## src/shared/irq_ctrl_defs.vh

```
// Constants for the prioritized interrupt controller.
// Assumes an 8-bit special register bus with byte addresses.
`ifndef IRQ_CTRL_DEFS_VH
`define IRQ_CTRL_DEFS_VH
`define ADDR_BASE_EN 8'ha8
`define ADDR_BASE_LVL 8'hb8
`define ADDR_EXT_EN1 8'he6
`define ADDR_EXT_EN2 8'he7
`define ADDR_EXT_LVL1 8'hf6
`define ADDR_EXT_LVL2 8'hf7
`define RST_BASE_EN 8'h00
`define RST_BASE_LVL 8'h80
`define RST_EXT 8'h00
`define GATE_BIT 7
`define EXT2_MASK 8'h03
`define NUM_SRC 17
`define SRC_W 5
`define VEC_BASE 16'h0003
`define VEC_STEP_SHIFT 3
`define SRC_EXT0 5'h00
`define SRC_TMR0 5'h01
`define SRC_EXT1 5'h02
`define SRC_TMR1 5'h03
`define SRC_TMR2 5'h05
`define SRC_RTC 5'h08
`define SRC_TMR3 5'h0e
`define DETECT_CYCLES 4'h1
`define CALL_CYCLES 4'h5
`endif

```

## src/rtl/irq_arbiter.v

```verilog
// Fixed-order arbiter picking the lowest numbered active request.
// Assumes the requests are already masked and level-filtered.
`timescale 1ns/1ps
`include "irq_ctrl_defs.vh"
module irq_arbiter #(
   parameter N = `NUM_SRC
) (
   input wire [N-1:0] req_i,
   output reg found_o,
   output reg [`SRC_W-1:0] idx_o
);
   integer k;
   always @* begin
      found_o = 1'b0;
      idx_o = {`SRC_W{1'b0}};
      for (k = N - 1; k >= 0; k = k - 1) begin
         if (req_i[k]) begin
            found_o = 1'b1;
            idx_o = k[`SRC_W-1:0];
         end
      end
   end
endmodule // irq_arbiter

```

## src/rtl/irq_controller.v

```verilog
// Two-level prioritized interrupt controller with special register access.
// Assumes the core pulses done strobes and honours the vector handshake.
`timescale 1ns/1ps
`include "irq_ctrl_defs.vh"
// Contract
// - Requests are sampled and arbitrated anew each clock cycle.
// - Best case: one detect cycle, one instruction, five-cycle vector call.
// - After a return, one more instruction runs before a pending call.
// - Worst case nineteen cycles: detect, return, divide, vector call.
// - Equal or lower level waits for return plus one instruction.
// - Vectors fixed: reset 0x0000, source 0 at 0x0003, step eight.
// - Same level ties go to lowest order number; reset highest.
// - Hardware clears only ext0, timer0, ext1, timer1 flags on vectoring.
// - Multi-flag sources request when any of their flags is set.
// - Global gate bit 7 overrides all masks; zero blocks everything.
// - Base enable at 0xA8 holds seven source enables, bits 6..0.
// - Base level at 0xB8 holds level bits, one means high.
// - Base level bit 7 reads one and ignores writes.
// - Extended enable one at 0xE6 holds eight further source enables.
// - Extended level one at 0xF6 holds matching levels, reset zero.
// - Extended enable two at 0xE7: port match bit 1, dropout bit 0.
// - Extended level two at 0xF7: same bits, upper six read zero.
// - Clock source requests on alarm or oscillator fault when enabled.
// - Pending flags set regardless of enables; masks only gate requests.
// - Requests held while gated off are serviced when gate returns.
// - A flag still set after return requests again at once.
// - High preempts low service; nothing preempts high service.
module irq_controller #(
   parameter NSRC = `NUM_SRC
) (
   input wire ref_clk_i,
   input wire sys_rst_i,
   input wire [7:0] sfr_addr_i,
   input wire [7:0] sfr_wdata_i,
   input wire sfr_wr_i,
   output reg [7:0] sfr_rdata_o,
   input wire ext_in0_pending_i,
   input wire timer0_overflow_flag_i,
   input wire ext_in1_pending_i,
   input wire timer1_overflow_flag_i,
   input wire [1:0] uart_flags_i,
   input wire timer2_upper_overflow_i,
   input wire timer2_lower_overflow_i,
   input wire [3:0] spi_flags_i,
   input wire twowire_flag_i,
   input wire rtc_alarm_flag_i,
   input wire rtc_osc_fault_flag_i,
   input wire conv_window_flag_i,
   input wire conv_done_flag_i,
   input wire [6:0] counter_array_flags_i,
   input wire [1:0] cmp0_flags_i,
   input wire [1:0] cmp1_flags_i,
   input wire timer3_upper_overflow_i,
   input wire timer3_lower_overflow_i,
   input wire regulator_drop_i,
   input wire port_match_i,
   input wire insn_done_i,
   input wire return_done_i,
   input wire call_done_i,
   output wire irq_req_o,
   output reg [15:0] vector_addr_o,
   output reg vector_take_o,
   output reg [3:0] auto_clear_o,
   output reg [1:0] in_service_o
);
   reg [7:0] base_irq_enable_mask_q;
   reg [6:0] base_irq_level_select_q;
   reg [7:0] ext_irq_enable_first_q;
   reg [1:0] ext_irq_enable_second_q;
   reg [7:0] ext_irq_level_first_q;
   reg [1:0] ext_irq_level_second_q;
   localparam [1:0] ST_IDLE = 2'h0;
   localparam [1:0] ST_ARM = 2'h1;
   localparam [1:0] ST_HOLD = 2'h2;
   reg [1:0] state_q;
   reg [1:0] state_d;
   wire [NSRC-1:0] raw_req;
   wire [NSRC-1:0] en_vec;
   wire [NSRC-1:0] lvl_vec;
   wire [NSRC-1:0] live;
   wire [NSRC-1:0] hi_req;
   wire [NSRC-1:0] lo_req;
   wire hi_found;
   wire lo_found;
   wire [`SRC_W-1:0] hi_idx;
   wire [`SRC_W-1:0] lo_idx;
   wire global_irq_gate;
   wire hi_ok;
   wire lo_ok;
   wire win_found;
   wire [`SRC_W-1:0] win_idx;
   wire win_lvl;

   // Vector address of a source number, eight bytes apart.
   function [15:0] vec_of;
      input [`SRC_W-1:0] idx;
      begin
         vec_of = `VEC_BASE + ({11'h000, idx} << `VEC_STEP_SHIFT);
      end
   endfunction

   // Multi-flag sources are an OR of their flags.
   assign raw_req = {port_match_i, regulator_drop_i,
      timer3_upper_overflow_i | timer3_lower_overflow_i,
      |cmp1_flags_i, |cmp0_flags_i, |counter_array_flags_i,
      conv_done_flag_i, conv_window_flag_i,
      rtc_alarm_flag_i | rtc_osc_fault_flag_i,
      twowire_flag_i, |spi_flags_i,
      timer2_upper_overflow_i | timer2_lower_overflow_i,
      |uart_flags_i, timer1_overflow_flag_i, ext_in1_pending_i,
      timer0_overflow_flag_i, ext_in0_pending_i};

   assign en_vec = {ext_irq_enable_second_q, ext_irq_enable_first_q,
      base_irq_enable_mask_q[6:0]};
   assign lvl_vec = {ext_irq_level_second_q, ext_irq_level_first_q,
      base_irq_level_select_q};
   assign global_irq_gate = base_irq_enable_mask_q[`GATE_BIT];

   // Flags are never stored here, so they stay pending while masked.
   assign live = raw_req & en_vec & {NSRC{global_irq_gate}};
   assign hi_req = live & lvl_vec;
   assign lo_req = live & ~lvl_vec;

   irq_arbiter #(.N(NSRC)) u_hi_arb (
      .req_i(hi_req),
      .found_o(hi_found),
      .idx_o(hi_idx)
   );
   irq_arbiter #(.N(NSRC)) u_lo_arb (
      .req_i(lo_req),
      .found_o(lo_found),
      .idx_o(lo_idx)
   );

   // High may enter unless high is in service; low needs both idle.
   assign hi_ok = hi_found & ~in_service_o[1];
   assign lo_ok = lo_found & ~in_service_o[1] & ~in_service_o[0];
   assign win_found = hi_ok | lo_ok;
   assign win_idx = hi_ok ? hi_idx : lo_idx;
   assign win_lvl = hi_ok;
   assign irq_req_o = (state_q != ST_IDLE);

   // Arm waits one instruction boundary after detection; the vector call
   // itself is timed by the core, so the five cycles end on call_done.
   // An instruction end that coincides with a return is the return itself,
   // so the first call after a return follows one whole instruction.
   always @* begin
      state_d = state_q;
      case (state_q)
         ST_IDLE: begin
            if (win_found) begin
               state_d = ST_ARM;
            end
         end
         ST_ARM: begin
            if (!win_found) begin
               state_d = ST_IDLE;
            end else if (insn_done_i && !return_done_i) begin
               state_d = ST_HOLD;
            end
         end
         ST_HOLD: begin
            if (call_done_i) begin
               state_d = ST_IDLE;
            end
         end
         default: begin
            state_d = ST_IDLE;
         end
      endcase
   end

   always @(posedge ref_clk_i) begin
      if (sys_rst_i) begin
         state_q <= ST_IDLE;
         vector_addr_o <= 16'h0000;
         vector_take_o <= 1'b0;
         auto_clear_o <= 4'h0;
         in_service_o <= 2'h0;
      end else begin
         state_q <= state_d;
         vector_take_o <= 1'b0;
         auto_clear_o <= 4'h0;
         if (state_q == ST_ARM && state_d == ST_HOLD) begin
            vector_addr_o <= vec_of(win_idx);
            vector_take_o <= 1'b1;
            if (win_idx == `SRC_EXT0) begin
               auto_clear_o[0] <= 1'b1;
            end
            if (win_idx == `SRC_TMR0) begin
               auto_clear_o[1] <= 1'b1;
            end
            if (win_idx == `SRC_EXT1) begin
               auto_clear_o[2] <= 1'b1;
            end
            if (win_idx == `SRC_TMR1) begin
               auto_clear_o[3] <= 1'b1;
            end
         end
         // Return clears the highest active level; a new entry wins.
         if (state_q == ST_ARM && state_d == ST_HOLD) begin
            if (win_lvl) begin
               in_service_o[1] <= 1'b1;
            end else begin
               in_service_o[0] <= 1'b1;
            end
         end else if (return_done_i) begin
            // Clearing here lets a flag still set re-arm at once.
            if (in_service_o[1]) begin
               in_service_o[1] <= 1'b0;
            end else begin
               in_service_o[0] <= 1'b0;
            end
         end
      end
   end

   always @(posedge ref_clk_i) begin
      if (sys_rst_i) begin
         base_irq_enable_mask_q <= `RST_BASE_EN;
         base_irq_level_select_q <= 7'h00;
         ext_irq_enable_first_q <= `RST_EXT;
         ext_irq_enable_second_q <= 2'h0;
         ext_irq_level_first_q <= `RST_EXT;
         ext_irq_level_second_q <= 2'h0;
      end else if (sfr_wr_i) begin
         case (sfr_addr_i)
            `ADDR_BASE_EN: base_irq_enable_mask_q <= sfr_wdata_i;
            `ADDR_BASE_LVL: begin
               base_irq_level_select_q <= sfr_wdata_i[6:0];
            end
            `ADDR_EXT_EN1: ext_irq_enable_first_q <= sfr_wdata_i;
            `ADDR_EXT_EN2: begin
               ext_irq_enable_second_q <= sfr_wdata_i[1:0];
            end
            `ADDR_EXT_LVL1: ext_irq_level_first_q <= sfr_wdata_i;
            `ADDR_EXT_LVL2: begin
               ext_irq_level_second_q <= sfr_wdata_i[1:0];
            end
            default: begin
            end
         endcase
      end
   end

   always @* begin
      case (sfr_addr_i)
         `ADDR_BASE_EN: sfr_rdata_o = base_irq_enable_mask_q;
         `ADDR_BASE_LVL: begin
            // Bit 7 is not stored; it is forced to one on every read.
            sfr_rdata_o = `RST_BASE_LVL | {1'b0, base_irq_level_select_q};
         end
         `ADDR_EXT_EN1: sfr_rdata_o = ext_irq_enable_first_q;
         `ADDR_EXT_EN2:
            sfr_rdata_o = {6'h00, ext_irq_enable_second_q} & `EXT2_MASK;
         `ADDR_EXT_LVL1: sfr_rdata_o = ext_irq_level_first_q;
         `ADDR_EXT_LVL2:
            sfr_rdata_o = {6'h00, ext_irq_level_second_q} & `EXT2_MASK;
         default: sfr_rdata_o = 8'h00;
      endcase
   end
endmodule // irq_controller

```

## config.mk

```make
export PLATFORM = sky130hd
export DESIGN_NAME = irq_controller
export DESIGN_NICKNAME = d
export VERILOG_FILES = /design/src/rtl/irq_arbiter.v /design/src/rtl/irq_controller.v
export VERILOG_INCLUDE_DIRS = /design/src /design/src/shared
export SDC_FILE = /design/constraint.sdc
export NUM_CORES = 1
export LEC_CHECK = 0
export BUFFER_PORTS_ARGS = -buffer_cell sky130_fd_sc_hd__buf_2
export CAP_MARGIN = 20
export CORE_ASPECT_RATIO = 2
export CORE_MARGIN = 2
export CORE_UTILIZATION = 43
export CTS_CLUSTER_SIZE = 28
export DETAILED_ROUTE_END_ITERATION = 12
export GPL_TIMING_DRIVEN = 0
export PLACE_DENSITY = 0.78
export SYNTH_ARGS = -nofsm -noshare
export SYNTH_HDL_FRONTEND = slang
export SYNTH_SLANG_ARGS = --single-unit
export TNS_END_PERCENT = 50
```

## constraint.sdc

```tcl
create_clock -name ref_clk_i -period 3.55 [get_ports ref_clk_i]
set_clock_uncertainty 0.15 [all_clocks]
set_input_delay 0.71 -clock ref_clk_i [delete_from_list [all_inputs] [get_ports ref_clk_i]]
set_output_delay 0.71 -clock ref_clk_i [all_outputs]
set_load 0.005 [all_outputs]
```

## Word level (Yosys, flattened, before mapping)

Cells that the tools add are included.

| word-level totals | value |
|---|---|
| bits in registers | 60 |

| cells by class | value |
|---|---|
| add/sub/neg operators | 1 |
| eq/ne operators | 15 |
| mux-type cells | 85 |
| bitwise operators | 15 |
| reduce and logical (&&, ||, !) cells | 21 |

Operators with widths:

| kind | count |
|---|---|
| 2-to-1 mux 5 bit | 35 |
| bitwise AND 17 bit | 4 |
| == test 8 bit (second input constant) | 6 |
| case mux 8 bit (6 select lines) | 1 |
| 2-to-1 mux 1 bit | 42 |
| NOT 17 bit | 1 |
| AND reduction 2 bit | 7 |
| 2-to-1 mux 2 bit | 6 |
| == test 5 x 2 -> 1 bit (second input constant) | 2 |
| adder 2 x 8 -> 9 bit (first input constant) | 1 |
| OR reduction 2 bit | 4 |
| OR reduction 7 bit | 1 |
| case mux 2 bit (3 select lines) | 1 |
| == test 5 x 1 -> 1 bit (second input constant) | 1 |
| zero test 5 bit | 1 |
| == test 2 bit (second input constant) | 2 |
| inequality test 2 bit (second input constant) | 2 |
| OR 1 bit | 4 |
| nonzero test 2 bit | 2 |
| OR reduction 4 bit | 1 |
| bitwise AND 1 bit | 3 |
| NOT 1 bit | 3 |
| AND reduction 3 bit | 1 |
| == test 2 x 1 -> 1 bit (second input constant) | 1 |
| other kinds (4) | 5 |

## Logic depth before layout (Yosys ltp)

| depth | value |
|---|---|
| depth after elaboration | 30 |
| mapped depth | 9 |
| mapped depth without buffers | 7 |

## By module

A second synthesis with hierarchy kept.

| second synthesis, totals | value |
|---|---|
| cell total of the unflattened synthesis | 375 |
| area, all modules | 2975.4 µm² |

Modules (own cells, without submodules):

| module | times used | cells an instance | area each (µm²) | seq. area each (µm²) |
|---|---|---|---|---|
| irq_controller | 1 | 305 | 2595.0 | 1001.0 |
| irq_arbiter | 2 | 35 | 190.2 | 0.0 |

## Worst setup path before layout

No wires, ideal clock.

| path | value |
|---|---|
| path kind | input-to-output |
| start | input port sfr_addr_i[7] |
| end | output port sfr_rdata_o[0] |
| arrival time | 1.821 ns |
| required time | 2.690 ns |
| setup slack | 0.869 ns |
| stages | 6 |
| cell sequence | and2_1 nor4bb_1 and2_0 clkbuf_1 a22oi_1 o21ai_0 |

| between the ends | value |
|---|---|
| word-level cells in the longest chain between the ends | 2 |

Ends and longest elaborated chain:

| what | line | text |
|---|---|---|
| from (decl) | irq_controller.v:33 | `input wire [7:0] sfr_addr_i,` |
| == test 8 bit | irq_controller.v:247 | `case (sfr_addr_i)` |
| case mux 8 bit (6 select lines) (*) | irq_controller.v:247 |  |
| to (decl) | irq_controller.v:36 | `output reg [7:0] sfr_rdata_o,` |

Mark *: on every way between the ends. The rest lies on a longest branch, timed or not.

## Worst setup path after layout

| path | value |
|---|---|
| start | input port sfr_addr_i[4] |
| end | output port sfr_rdata_o[5] |

Same word-level chain as after synthesis.

==> flow_summary.yaml <==
synthesis:
  ys_types: 74
  synth-edff-count: 0
  syn-cell-area_um2: 3161
  yosysTopAreaCell: "dfxtp_1"
  synth-seq-cells: 50
  synth_area_leaders: "dfxtp_1, mux2i_1, nor2_1"
  synthCells: 356
  yosysSeqAreaShare_pct: 31.67
  synth_ff_type: "dfxtp_1"
  yosysWarnings: 0
  synthArstFlopShare_pct: 0
  yosysTopAreaCellShare_pct: 31.67
  syn_avg_cell_area_um2: 8.878
die:
  fp.dieH_um: 125.2
  initial_core_util_pct: 43.82
  core-area_um2: 7212
  floorplan.rows: 44
  die_x_um: 64.62
  io_pins: 86
  fp.dieArea_um2: 8093
global_route:
  grt_max_degree: 15
  grt_overflow_total: 0
  track_usage_pct: 25.63
  grt_antenna_before_repair: 0
  grt_pass1_vias: 3150
  grt_pass1_wl_um: 15730
critical_path:
  worstSetupPathType: "in2out"
  crit_fanout: 10
  worstSetupEndpoint: "sfr_rdata_o[5]"
  critPathBufInv: 4
  r2r-end: "auto_clear_o[3]"
  cp-start-kind: "primary input"
  reg2reg_from: "base_irq_enable_mask_q[7]"
  crit_slowest_cell: "buf_1"
  r2r_slack_ns: 0.71
  crit_family: "buffers and inverters"
  arrival_ns: 2.60
  required_ns: 2.69
  crit_start: "sfr_addr_i[4]"
  endpoint_kind: "primary output"
  critPathMaxStageDelay_ns: 0.62
  path_depth: 6
  cp_cell_sequence: "buf_2 -> buf_1 -> buf_1 -> mux2i_1 -> o22ai_1 -> buf_2"
  reg2reg_depth: 9
clock_network:
  cts.clk_slew.worst_paths_ns: 0.07
  clkLatencyLatePin_ns: 0.30
  holdBufCountCts: 0
  post_cts_buffers: 0
  clockBufferDepth: 2
  postCtsResizedCells: 0
  cts_made_buffers: 5
  cts_tree: "built"
  clockRootBuffer: "clkbuf_16"
  htreeDepth: 2
  clkSinkCount: 50
final_layout:
  nets: 501
  fill_cells: 704
  area_growth_syn_to_layout_pct: 21.77
  antenna_cells: 0
  drive_above_1_share_pct: 27.68
sta:
  rsz0062_at_grt: "false"
  tightest_slew_ns: 1.016
  maxSlewHeadroom_pct: 31.98
  fin_crit_sh_pct: 97.44
  setup_viol: 0
  hold_slack_ns: 0.3125
  worst_slack_ns: 0.09091
  finalSetupTns_ns: 0
  min_period_ns: 3.459
  fmax_mhz: 289.1
  slew_viol_final: 0
  hold_viol_final: 0
power:
  power_density_nw_per_um2: 309.2
  p_leak_nw: 1.654
  finalPower_mw: 1.190
  peakVddDrop_mv: 0.2782
detailed_routing:
  drc_errors: 0
  finalWirelength_um: 10110
  route.antenna.remaining_nets: 0
  dr.first_iter.drc_count: 214
  drt_pass1_iterations: 4
  wl_per_cell_um: 18.72
  dr_total_vias: 3192
  via_per_inst: 5.911
place:
  dp_slack_ns: 0.09909
  gp_congestion: 1.001
  dp_hpwl_um: 8077
  port_buffers: 76
status:
  status: "complete, no violations"
min_path:
  worstHoldStart: "vector_addr_o[1]"
  hold_class: "reg2reg"
run:
  drv_cap: 0
through the flow:
stage	instance area [um^2]	util [%]	instances
5_1_grt	3849	53.37	540
4_1_cts	3849	53.37	540
3_5_place_dp	3686	51.11	532
2_1_floorplan	3191	-	364
3_3_place_gp	3686	51.11	532
6_report	3849	53.37	540
worst register-to-register path, delay by kind of cell (launching register included):
| family | cells | cell delay [ns] |
|---|---|---|
| multiplexers | 1 | 0.38 |
| AO/OA/AOI/OAI | 2 | 0.55 |
| flip-flops | 1 | 0.48 |
| AND/OR/NAND/NOR | 3 | 0.71 |
| buffers and inverters | 3 | 0.47 |
state kept, by name (all words and copies together), names as in the netlist:
register,count
vector_take_o,1
base_irq_enable_mask_q,8
vector_addr_o,6
auto_clear_o,4
state_q,2
base_irq_level_select_q,7
ext_irq_level_second_q,2
ext_irq_enable_first_q,8
ext_irq_level_first_q,8
ext_irq_enable_second_q,2
in_service_o,2
power breakdown:
part / internal [mW] / total [mW] / leakage [nW] / switching [mW]
clock network: 0.333 / 0.542 / 0.0781 / 0.208
registers: 0.561 / 0.562 / 0.403 / 0.000680
logic: 0.0366 / 0.0867 / 1.17 / 0.0501
how the worst min path moves through the flow:
stage                            endpoint  cells after the start
6_report                 vector_addr_o[1]                      2
5_1_grt                  vector_addr_o[5]                      2
4_1_cts                  vector_addr_o[1]                      2
3_5_place_dp             vector_addr_o[1]                      2
3_3_place_gp             vector_addr_o[1]                      2
2_1_floorplan  ext_irq_enable_second_q[1]                      2
layout make-up:
type,instances,area (um^2),area share (%)
Tap cell,92,115.1,2.991
Clock inverter,1,30.03,0.7802
Sequential cell,50,1001,26.01
Inverter,4,15.01,0.3901
Clock buffer,7,132.6,3.446
Timing Repair Buffer,76,380.4,9.883
Buffer,25,168.9,4.389
Multi-Input combinational cell,285,2006,52.11
layout by cell type (no fill, tap or decap), drive strengths merged, types with 7 or more instances in the layout:
master / Yosys / routed
buf: 17 / 93
nor2: 54 / 54
dfxtp: 50 / 50
mux2i: 49 / 49
nand2: 19 / 19
clkbuf: 8 / 15
a21oi: 12 / 12
nand3: 11 / 11
o21ai: 11 / 11
nor4: 10 / 10
conb: 1 / 9
o22ai: 9 / 9
o211ai: 7 / 7
o2111ai: 7 / 7
nand4: 7 / 7
layer usage:
metal / track usage, % / vias to the layer above / wire length, um
li1: - / 1532 / -
met1: 24.61 / 1491 / 3569
met2: 48.16 / 131 / 5438
met3: 3.687 / 38 / 450
met4: 17.27 / 0 / 649
met5: 0 / - / 0
cell usage after synthesis, types with 4 or more instances:
library cell  instances
inv_1                 4
o211ai_1              7
nor3b_1               4
o2111ai_1             6
o22ai_1               8
clkbuf_1              8
nand4_1               4
nand2_1              19
dfxtp_1              50
and4b_1               4
nor2b_1               5
buf_4                10
nand3_1              11
nor4_1                7
o21ai_0              11
a21oi_1              10
nor2_1               53
a211oi_1              4
mux2i_1              49
logic make-up after synthesis:
family / count (synthesis) / synth area share, %
buffers and inverters: 29 / 5.819
other: 1 / 0.1187
multiplexers: 51 / 16.23
flip-flops: 50 / 31.67
AND/OR/NAND/NOR: 145 / 26.92
AO/OA/AOI/OAI: 80 / 19.24
No activity file was read; power rests on OpenSTA's default activity.
